`src/bief_map.svh`:
```
// Purpose: Register offsets, fields and timing counts for the bridge input extended filter
// Assumes: Word-indexed plain register port
// Notes: Included by the package and the design
`ifndef BIEF_MAP_SVH
`define BIEF_MAP_SVH

`define BIEF_ADDR_W 4
`define BIEF_OFS_FILT_CFG 4'h0
`define BIEF_OFS_RATE_MODE 4'h1
`define BIEF_OFS_CODED_RATE 4'h2
`define BIEF_OFS_FINE_RATE 4'h3
`define BIEF_OFS_STATUS 4'h4
`define BIEF_OFS_TSTAMP 4'h5
`define BIEF_OFS_IRQ_STAT 4'h6
`define BIEF_OFS_IRQ_MASK 4'h7
`define BIEF_OFS_DEV_ID 4'h8

`define BIEF_IIR_MAX 4'h8
`define BIEF_RATE_MAX 4'hd
`define BIEF_MODE_HIRES 16'h0001
`define BIEF_FIR_DISABLED 16'h0000
`define BIEF_STATUS_RST 8'h20

`define BIEF_ST_INVALID 0
`define BIEF_ST_OPEN 1
`define BIEF_ST_MOD_PWR 3
`define BIEF_ST_GAUGE_PWR 4
`define BIEF_ST_NOT_READY 5

`define BIEF_IRQ_W 4
`define BIEF_IRQ_CONV 0
`define BIEF_IRQ_OPEN 1
`define BIEF_IRQ_SUPPLY 2
`define BIEF_IRQ_READY 3

`define BIEF_CLK_MHZ 50
`define BIEF_US_NS 1000
`define BIEF_CLK_NS 20
`define BIEF_TICKS_PER_US (`BIEF_US_NS / `BIEF_CLK_NS)

`endif

```
`src/bief_pkg.sv`:
```
// Purpose: Types for the bridge input extended filter
// Assumes: bief_map.svh holds the numbers
// Notes: Nothing is imported elsewhere
`include "bief_map.svh"
package bief_pkg;
    typedef enum logic [1:0] {
        BIEF_FIR_RUN = 2'b00,
        BIEF_FIR_OFF = 2'b01,
        BIEF_FIR_SETTLE = 2'b11
    } bief_fir_t;

    typedef struct packed {
        logic conv_done;
        logic open_circuit;
        logic mod_pwr_err;
        logic gauge_pwr_err;
        logic adc_invalid;
        logic fir_settled;
    } bief_front_t;

    typedef struct packed {
        logic [3:0] iir_level;
        logic iir_on;
        logic [2:0] range_code;
        logic range_extended;
        logic fir_on;
        logic fir_hires;
        logic [3:0] coded_rate;
        logic [15:0] fine_rate;
        logic force_invalid;
        logic flush;
    } bief_ctrl_t;
endpackage

```
`src/bief_core.sv`:
```
// Purpose: Configuration and status logic of one bridge input in extended filter mode
// Assumes: Single 50 MHz clock, synchronous active low reset, front end signals synchronous
// Notes: Plain register port, read data one cycle after read strobe
// Operation
// - Low four config bits select IIR level
// - Config bits 4..6 decode measurement range
// - Rate mode zero coded, one high resolution
// - Rate source follows selected rate mode
// - Coded rates fourteen, fifteen force invalid value in coded mode
// - Fine rate zero disables FIR filter in high resolution mode
// - Supply fault forces invalid, flushes filters
// - Status bits flag invalid value, open circuit
// - Status bit three: module supply error
// - Status bit four: gauge supply error
// - Status bit five until FIR ready
// - Unsigned 32-bit microsecond conversion timestamp
`timescale 1ns/1ps
`default_nettype none
`include "bief_map.svh"

module bief_core #(
    parameter int unsigned TICKS_PER_US = `BIEF_TICKS_PER_US,
    parameter logic [15:0] DEV_ID = 16'h5a5a // Arbitrary value
) (
    input wire logic core_clk_i,
    input wire logic rst_n_i,
    input wire logic clk_en_i,
    input wire logic [`BIEF_ADDR_W-1:0] reg_addr_i,
    input wire logic [31:0] reg_wdata_i,
    input wire logic reg_wr_i,
    input wire logic reg_rd_i,
    output logic [31:0] reg_rdata_o,
    input wire bief_pkg::bief_front_t front_i,
    output bief_pkg::bief_ctrl_t ctrl_o,
    output logic irq_o
);

    typedef struct packed {
        logic [7:0] filt_cfg;
        logic [15:0] rate_mode;
        logic [7:0] coded_rate;
        logic [15:0] fine_rate;
        logic [7:0] status;
        logic [31:0] tstamp;
        logic [31:0] us_cnt;
        logic [7:0] tick;
        logic [`BIEF_IRQ_W-1:0] irq_stat;
        logic [`BIEF_IRQ_W-1:0] irq_mask;
        logic supply_bad;
        bief_pkg::bief_fir_t fir;
        logic [31:0] rdata;
        bief_pkg::bief_ctrl_t ctrl;
        logic irq;
    } bief_state_t;

    bief_state_t st_ff;
    bief_state_t nxt_st;

    localparam logic [7:0] TICK_LAST = 8'(TICKS_PER_US - 1);

    logic supply_bad;
    logic hires;
    logic fir_enabled;
    logic [`BIEF_IRQ_W-1:0] irq_evt;

    // ************************************************************
    // Next state
    // ************************************************************
    always_comb begin
        nxt_st = st_ff;
        supply_bad = front_i.mod_pwr_err | front_i.gauge_pwr_err;
        hires = (st_ff.rate_mode == `BIEF_MODE_HIRES);
        fir_enabled = hires ? (st_ff.fine_rate != `BIEF_FIR_DISABLED) : 1'b1;
        irq_evt = '0;

        // Free running microsecond time base
        if (st_ff.tick == TICK_LAST) begin
            nxt_st.tick = '0;
            nxt_st.us_cnt = st_ff.us_cnt + 32'h1;
        end else begin
            nxt_st.tick = st_ff.tick + 8'h1;
        end
        if (front_i.conv_done) begin
            nxt_st.tstamp = st_ff.us_cnt;
        end

        // FIR readiness tracking
        case (st_ff.fir)
            bief_pkg::BIEF_FIR_OFF: begin
                if (fir_enabled && !supply_bad) begin
                    nxt_st.fir = bief_pkg::BIEF_FIR_SETTLE;
                end
            end
            bief_pkg::BIEF_FIR_SETTLE: begin
                if (!fir_enabled || supply_bad) begin
                    nxt_st.fir = bief_pkg::BIEF_FIR_OFF;
                end else if (front_i.fir_settled) begin
                    nxt_st.fir = bief_pkg::BIEF_FIR_RUN;
                end
            end
            bief_pkg::BIEF_FIR_RUN: begin
                if (!fir_enabled || supply_bad) begin
                    nxt_st.fir = bief_pkg::BIEF_FIR_OFF;
                end
            end
            default: nxt_st.fir = bief_pkg::BIEF_FIR_OFF;
        endcase

        // Status register
        nxt_st.supply_bad = supply_bad;
        nxt_st.status = '0;
        nxt_st.status[`BIEF_ST_INVALID] = front_i.adc_invalid | supply_bad;
        nxt_st.status[`BIEF_ST_OPEN] = front_i.open_circuit;
        nxt_st.status[`BIEF_ST_MOD_PWR] = front_i.mod_pwr_err;
        nxt_st.status[`BIEF_ST_GAUGE_PWR] = front_i.gauge_pwr_err;
        nxt_st.status[`BIEF_ST_NOT_READY] = (nxt_st.fir != bief_pkg::BIEF_FIR_RUN);

        // Control outputs to the front end
        nxt_st.ctrl.iir_level = st_ff.filt_cfg[3:0];
        nxt_st.ctrl.iir_on = (st_ff.filt_cfg[3:0] != 4'h0);
        nxt_st.ctrl.range_code = st_ff.filt_cfg[6:4];
        nxt_st.ctrl.range_extended = st_ff.filt_cfg[6];
        nxt_st.ctrl.fir_hires = hires;
        nxt_st.ctrl.coded_rate = st_ff.coded_rate[3:0];
        nxt_st.ctrl.fine_rate = st_ff.fine_rate;
        nxt_st.ctrl.fir_on = fir_enabled;
        nxt_st.ctrl.force_invalid = (st_ff.filt_cfg[3:0] > `BIEF_IIR_MAX)
            | (!hires && st_ff.coded_rate[3:0] > `BIEF_RATE_MAX)
            | supply_bad;
        nxt_st.ctrl.flush = supply_bad & ~st_ff.supply_bad;

        // Interrupt events
        irq_evt[`BIEF_IRQ_CONV] = front_i.conv_done;
        irq_evt[`BIEF_IRQ_OPEN] = front_i.open_circuit & ~st_ff.status[`BIEF_ST_OPEN];
        irq_evt[`BIEF_IRQ_SUPPLY] = supply_bad & ~st_ff.supply_bad;
        irq_evt[`BIEF_IRQ_READY] = (nxt_st.fir == bief_pkg::BIEF_FIR_RUN)
            && (st_ff.fir != bief_pkg::BIEF_FIR_RUN);

        // Register writes; reserved bits ignored
        if (reg_wr_i) begin
            case (reg_addr_i)
                `BIEF_OFS_FILT_CFG: nxt_st.filt_cfg = {1'b0, reg_wdata_i[6:0]};
                `BIEF_OFS_RATE_MODE: nxt_st.rate_mode = reg_wdata_i[15:0];
                `BIEF_OFS_CODED_RATE: nxt_st.coded_rate = {4'h0, reg_wdata_i[3:0]};
                `BIEF_OFS_FINE_RATE: nxt_st.fine_rate = reg_wdata_i[15:0];
                `BIEF_OFS_IRQ_STAT: nxt_st.irq_stat = st_ff.irq_stat & ~reg_wdata_i[`BIEF_IRQ_W-1:0];
                `BIEF_OFS_IRQ_MASK: nxt_st.irq_mask = reg_wdata_i[`BIEF_IRQ_W-1:0];
                default: ;
            endcase
        end
        // Set wins over clear
        nxt_st.irq_stat = nxt_st.irq_stat | irq_evt;
        nxt_st.irq = |(nxt_st.irq_stat & nxt_st.irq_mask);

        // Register reads
        nxt_st.rdata = '0;
        if (reg_rd_i) begin
            case (reg_addr_i)
                `BIEF_OFS_FILT_CFG: nxt_st.rdata = {24'h0, st_ff.filt_cfg};
                `BIEF_OFS_RATE_MODE: nxt_st.rdata = {16'h0, st_ff.rate_mode};
                `BIEF_OFS_CODED_RATE: nxt_st.rdata = {24'h0, st_ff.coded_rate};
                `BIEF_OFS_FINE_RATE: nxt_st.rdata = {16'h0, st_ff.fine_rate};
                `BIEF_OFS_STATUS: nxt_st.rdata = {24'h0, st_ff.status};
                `BIEF_OFS_TSTAMP: nxt_st.rdata = st_ff.tstamp;
                `BIEF_OFS_IRQ_STAT: nxt_st.rdata = {{(32-`BIEF_IRQ_W){1'b0}}, st_ff.irq_stat};
                `BIEF_OFS_IRQ_MASK: nxt_st.rdata = {{(32-`BIEF_IRQ_W){1'b0}}, st_ff.irq_mask};
                `BIEF_OFS_DEV_ID: nxt_st.rdata = {16'h0, DEV_ID};
                default: nxt_st.rdata = '0;
            endcase
        end
    end

    // ************************************************************
    // State register
    // ************************************************************
    always_ff @(posedge core_clk_i) begin
        if (!rst_n_i) begin
            st_ff <= '0;
            st_ff.fir <= bief_pkg::BIEF_FIR_OFF;
            st_ff.status <= `BIEF_STATUS_RST;
        end else if (clk_en_i) begin
            st_ff <= nxt_st;
        end
    end

    assign reg_rdata_o = st_ff.rdata;
    assign ctrl_o = st_ff.ctrl;
    assign irq_o = st_ff.irq;
endmodule // bief_core
`default_nettype wire

```
`config.mk`:
```
export PLATFORM = sky130hd
export DESIGN_NAME = bief_core
export DESIGN_NICKNAME = d
export VERILOG_FILES = /design/src/bief_pkg.sv /design/src/bief_core.sv
export VERILOG_INCLUDE_DIRS = /design/src
export SDC_FILE = /design/constraint.sdc
export NUM_CORES = 1
export LEC_CHECK = 0
export BUFFER_PORTS_ARGS = -buffer_cell sky130_fd_sc_hd__buf_2
export CORE_MARGIN = 2
export CORE_UTILIZATION = 45
export DETAILED_ROUTE_END_ITERATION = 10
export GPL_TIMING_DRIVEN = 0
export PLACE_DENSITY = 0.77
export SYNTH_ARGS = -nofsm -noshare
export SYNTH_HDL_FRONTEND = slang
export SYNTH_SLANG_ARGS = --single-unit
```
`constraint.sdc`:
```
create_clock -name core_clk_i -period 2.1 [get_ports core_clk_i]
set_input_delay 0.42 -clock core_clk_i [delete_from_list [all_inputs] [get_ports core_clk_i]]
set_output_delay 0.42 -clock core_clk_i [all_outputs]
set_load 0.01 [all_outputs]
```
Yosys cells after proc, flatten, opt, wreduce, memory -nomap -nowiden
Index checks and enable logic that the tools add are counted.
{ "totals": {"wordCells": 85, "register_bits": 197} }
{ "op_classes": {"eq_ne": 12, "magnitude_cmp": 2, "n_reduce_logical": 21, "n_bitwise": 12, "n_addsub": 2, "muxes": 12} }
{ "op_table": {"columns": ["operator", "n"], "rows": [
  ["$pmux W32 S9", 1],
  ["$add A32 B1 Y32 const B", 1],
  ["$mux W32", 1],
  ["$eq A16 B1 Y1 const B", 1],
  ["$eq A4 B3 Y1 const B", 4],
  ["$mux W8", 2],
  ["$reduce_bool A16 Y1", 1],
  ["$reduce_and A3 Y1", 4],
  ["$add A8 B1 Y8 const B", 1],
  ["$and A4 B4 Y4", 2],
  ["$eq A4 B2 Y1 const B", 2],
  ["$eq A8 B6 Y1 const B", 1],
  ["$gt A4 B4 Y1 const B", 2],
  ["$mux W2", 4],
  ["$mux W4", 2],
  ["$pmux W2 S3", 1],
  ["$eq A4 B1 Y1 const B", 1],
  ["$eq A4 B4 Y1 const B", 1],
  ["$logic_not A2 Y1", 2],
  ["$logic_not A4 Y1", 1],
  ["$not A4 Y4", 1],
  ["$or A1 B1 Y1", 4],
  ["$or A4 B4 Y4", 1],
  ["$reduce_and A2 Y1", 2],
  ["11 further kinds", 18]
]} }

Depth between registers and ports, before layout
{ "depth": {"word_depth": 11, "ltp_mapped": 8} }

Least setup slack after synthesis
No wires, ideal clock.
{ "synth_timing": {"path_type": "flip-flop to flip-flop", "from": "register st_ff[77] (netlist bit)", "to": "register st_ff[116] (netlist bit)", "arrival_time_ns": 1.997, "n_path_buf": 1, "path_stages_with_launch": 8, "setup_slack_ns": 0.033, "cell_sequence": "dfxtp_1 ha_1 and4_2 nand2_2 or4_1 buf_2 or4_1 a21oi_1"} }
{ "synth_via": {"elab_chain_cells": 2} }
{ "synth_rtl": {"columns": ["item", "line", "source"], "rows": [
  ["from (decl)", "bief_core.sv:56", "bief_state_t st_ff;"],
  ["from (signal assigned)", "bief_core.sv:182", "st_ff <= nxt_st;"],
  ["$eq A8 B6 Y1", "bief_core.sv:77", "if (st_ff.tick == TICK_LAST) begin"],
  ["$reduce_and A2 Y1 (no line)", null, null]
]} }
Every way passes these cells.
A chain may end at the register's enable or synchronous reset.

Worst setup path in the final report
{ "layout_timing": {"from": "input port reg_addr_i[2]", "to": "register st_ff (netlist bit reg_rdata_o[3])"} }
{ "layout_via": {"elab_chain_cells": 3} }
{ "layout_rtl": {"columns": ["item", "line", "source"], "rows": [
  ["from (decl)", "bief_core.sv:28", "input wire logic [`BIEF_ADDR_W-1:0] reg_addr_i,"],
  ["$eq A4 B4 Y1, or another cell as far along", "bief_core.sv:158", "case (reg_addr_i)"],
  ["$pmux W32 S9 (*)", "bief_core.sv:158", null],
  ["$mux W32 (*)", "bief_core.sv:157", "if (reg_rd_i) begin"]
]} }
Mark *: on every way between the ends. The rest lies on a longest branch, timed or not.

==> results.py <==
metrics = {
    "final_layout": {
        "num_antenna_cells": 0,
        "area_growth_pct": 20.0,
        "number_of_filler_cells_placed_in_the_layout": 1748,
        "drive_above_1_share": 0.231,
        "finish.cell_count_without_fillers": 1460,
        "multiInputGateArea_um2": 4120,
        "regArea_um2": 3950,
        "fin_nets": 1232,
    },
    "power": {
        "powerDensity_nw_per_um2": 750,
        "share_comb_of_total_power": 0.061,
        "clock_power_share": 0.461,
        "internal_power_mw": 6.09,
        "power_frac_seq": 0.479,
        "ir_drop_mv": 0.395,
        "power.share.switching": 0.227,
        "total_switching_power_mw": 1.79,
        "power_leakage_nw": 4.21,
    },
    "floorplanning": {
        "pin_count": 113,
        "core_area_um2": 19300,
        "die_area_um2": 20600,
        "die_outline_width_um": 143,
        "floorplan.initialDensity": 0.454,
        "rows": 51,
        "dieHeight_um": 143,
    },
    "synthesis": {
        "seq_total_area_yosys": 0.448,
        "ys_top_cells_by_area": "sky130_fd_sc_hd__dfxtp_1 (45%), sky130_fd_sc_hd__nand2_1 (7.3%), sky130_fd_sc_hd__a21oi_1 (6.2%), sky130_fd_sc_hd__buf_4 (5.6%), sky130_fd_sc_hd__mux2i_1 (5.5%)",
        "netlist_instances": 1050,
        "yosysMostFrequentCell": "sky130_fd_sc_hd__dfxtp_1",
        "synth_warn": 0,
        "netlist_area_um2": 8750,
        "ys_async_sr_fraction": 0,
        "synth_cell_types": 71,
        "synth_area_per_cell_um2": 8.33,
        "synthesis.nets": 1100,
        "synth_enable_flop_cells": 0,
        "dominantRegCellSynth": "sky130_fd_sc_hd__dfxtp_1",
        "synth_largest_area_cell": "sky130_fd_sc_hd__dfxtp_1",
        "netlist_top_cells_count": "sky130_fd_sc_hd__dfxtp_1 (196), sky130_fd_sc_hd__nand2_1 (171), sky130_fd_sc_hd__nor2_1 (118), sky130_fd_sc_hd__a21oi_1 (109), sky130_fd_sc_hd__buf_4 (65)",
        "postSynthRegisterBits": 196,
        "synth.top_cell.area_share": 0.448,
    },
    "route": {
        "drt.antenna.violating_nets": 0,
        "dr_total_vias": 8029,
        "route.detailed.vias_per_inst": 5.50,
        "drc": 0,
        "wirelength_mm": 24.9,
        "count_of_routing_violations_after_the_opening_detailed_route_iteration": 785,
        "drt_pre_antenna_iters": 5,
        "wirelength_per_cell_um": 17.0,
    },
    "global_routing": {
        "grt_start_max_net_pins": 17,
        "grt.met2_usage": 0.391,
        "grt_pass1_vias": 7350,
        "groute.layer.met1.usage": 0.310,
        "grt_antenna_before_repair": 0,
        "grtUsageMet3": 0.0447,
        "grt.total_usage": 0.239,
        "global_route.overflow_total": 0,
        "globalRoute.busiestLayer": "met2",
        "grt_first_pass_wirelength_mm": 38.2,
    },
    "timing": {
        "setup_viol": 0,
        "final-max-slew-violation-count": 0,
        "maxClockFrequency_mhz": 486,
        "post-route-period-util": 0.980,
        "fin_crit_period_ns": 2.06,
        "timing.clock.skew_ns": 0.0119,
        "fin_worst_hold_slack_ns": 0.227,
        "tightest_slew_ns": 0.761,
        "maxSlewHeadroom": 0.493,
        "timing.final.hold_violations": 0,
    },
    "clock_tree": {
        "cts_tree": "built",
        "clk_latency_ns": 0.44,
        "cts.sinks": 196,
        "clk_pin_slew_worst_paths_ns": 0.07,
        "cts-buffers-inserted": 17,
        "ctsHoldBuffers": 0,
        "clock_tree.buffer_depth": 2,
        "cts.root.buffer_cell": "sky130_fd_sc_hd__clkbuf_16",
        "cts_max_level": 4,
    },
    "worst_hold_path": {
        "hold_class": "primary input to flop",
        "hold_critical_path_depth": 3,
    },
    "setup_path": {
        "end_kind": "flop",
        "crit_path_start_kind": "primary input",
        "critical_path_peak_fanout": 10,
        "r2r_cells": 6,
        "path_class": "primary input to flop",
        "cp.required_ns": 2.43,
        "worstPathArrival_ns": 2.39,
    },
    "placement": {
        "detailedPlacementHpwl_mm": 18.1,
        "gpl.final_weighted_congestion": 0.978,
        "buffer_ports.inserted": 96,
        "dp.cells": 1411,
    },
    "job": {
        "cap_violations": 0,
    },
    "outcome": {
        "status": "finished, final reports clean",
    },
}
-- flip-flops by register name, indices dropped and copies added (netlist names) --
| name | flops |
|---|---|
| ctrl_o | 32 |
| st_ff | 104 |
| reg_rdata_o | 32 |
| irq_o | 1 |
| nxt_st | 27 |
-- cell usage in the layout, fill, tap and decap left out, types with 4 or more instances in the layout --
cell                        synthesis  final
sky130_fd_sc_hd__or3_1             11     10
sky130_fd_sc_hd__mux2i_1           48     48
sky130_fd_sc_hd__nor2_1           118    117
sky130_fd_sc_hd__o21ai_1            0      4
sky130_fd_sc_hd__a21oi_1          109    107
sky130_fd_sc_hd__o21ai_0           31     27
sky130_fd_sc_hd__inv_1             16     15
sky130_fd_sc_hd__o31ai_1            6      6
sky130_fd_sc_hd__clkbuf_1          53     52
sky130_fd_sc_hd__clkbuf_2           0      4
sky130_fd_sc_hd__a22oi_1           26     26
sky130_fd_sc_hd__mux2_2             8      8
sky130_fd_sc_hd__dfxtp_1          196    182
sky130_fd_sc_hd__buf_4             65     82
sky130_fd_sc_hd__or4_4              1      4
sky130_fd_sc_hd__nor2b_1            9      8
sky130_fd_sc_hd__nand2b_1           4      4
sky130_fd_sc_hd__buf_2              7    102
sky130_fd_sc_hd__nor4_1            12      6
sky130_fd_sc_hd__and3_1             8      8
sky130_fd_sc_hd__and2_1             7      7
sky130_fd_sc_hd__nand3_1           20     20
sky130_fd_sc_hd__dfxtp_4            0      4
sky130_fd_sc_hd__bufinv_16          0      5
sky130_fd_sc_hd__nand4_1           16     16
sky130_fd_sc_hd__xor2_1             9      9
sky130_fd_sc_hd__nand3b_1           4      4
sky130_fd_sc_hd__xnor2_1           14     14
sky130_fd_sc_hd__clkbuf_16          0     17
sky130_fd_sc_hd__nor4_2             0      6
sky130_fd_sc_hd__dfxtp_2            0     10
sky130_fd_sc_hd__nand2_1          171    171
sky130_fd_sc_hd__a31oi_1            5      5
sky130_fd_sc_hd__a21o_1             4      4
-- metrics by stage --
step / instance area, um^2 / total power, mW / TNS [ns] / util / setup slack [ns]
floorplan: 8750 / 4.12 / 0 / - / 0.0328
global placement: 9560 / 4.30 / -32.65 / 0.496 / -0.626
detailed placement: 9560 / 4.31 / -36.54 / 0.496 / -0.700
CTS: 10400 / 7.88 / 0 / 0.537 / 0.00476
global route: 10500 / 8.07 / -0.0148 / 0.545 / -0.0113
finish: 10500 / 7.88 / 0 / 0.545 / 0.0428
-- routing by layer --
| layer | part of all wire | vias to the layer above |
|---|---|---|
| li1 | - | 3823 |
| met5 | 0 | - |
| met2 | 0.48 | 304 |
| met4 | 0.034 | 0 |
| met3 | 0.063 | 57 |
| met1 | 0.43 | 3845 |
-- worst paths after layout --
path                            slack, ns        endpoint           from
worst max register to register       0.06      st_ff[112]      st_ff[89]
worst max-delay path                 0.04  reg_rdata_o[3]  reg_addr_i[2]
worst min-delay path                 0.23      st_ff[149]     front_i[1]
worst min register to register       0.46      st_ff[146]     st_ff[146]
-- power by group through the flow --
stage	Sequential, mW	Combinational (mW)	Clock (mW)
final	3.77	0.477	3.63
after global routing	3.77	0.508	3.79
after CTS	3.78	0.459	3.64
after detailed placement	3.86	0.444	0
after global placement	3.86	0.441	0
after floorplan	3.85	0.267	0
-- worst max-delay path, cell delays in order --
cell	delay, ns
sky130_fd_sc_hd__buf_2	0.22
sky130_fd_sc_hd__clkbuf_2	0.33
sky130_fd_sc_hd__buf_2	0.33
sky130_fd_sc_hd__mux2i_1	0.25
sky130_fd_sc_hd__o21ai_0	0.12
sky130_fd_sc_hd__a22oi_1	0.23
sky130_fd_sc_hd__o221ai_1	0.22
sky130_fd_sc_hd__a32o_1	0.25
-- cell type report --
type                       instances  share of cell area
buffer                           129              0.0729
clock buffer                      22              0.0442
clock inverter                    10              0.0185
inverter                          17             0.00608
multi-input combinational        707               0.392
sequential                       196               0.376
tap                              265              0.0316
timing repair buffer             114              0.0583
-- what timing repair did --
| item | CTS | global route |
|---|---|---|
| buffers inserted | 8 | 10 |
| setup endpoints to repair | 27 | 43 |
| pin swaps | 7 | 5 |
| gates resized for setup | 25 | 27 |
-- cells by family after synthesis --
family | synth area share
simple gates | 0.222
compound gates | 0.143
flops | 0.448
buf+inv | 0.0940
mux | 0.0652
xor+xnor | 0.0230
fa+ha+maj | 0.00429
No activity file was read; power rests on OpenSTA's default activity.
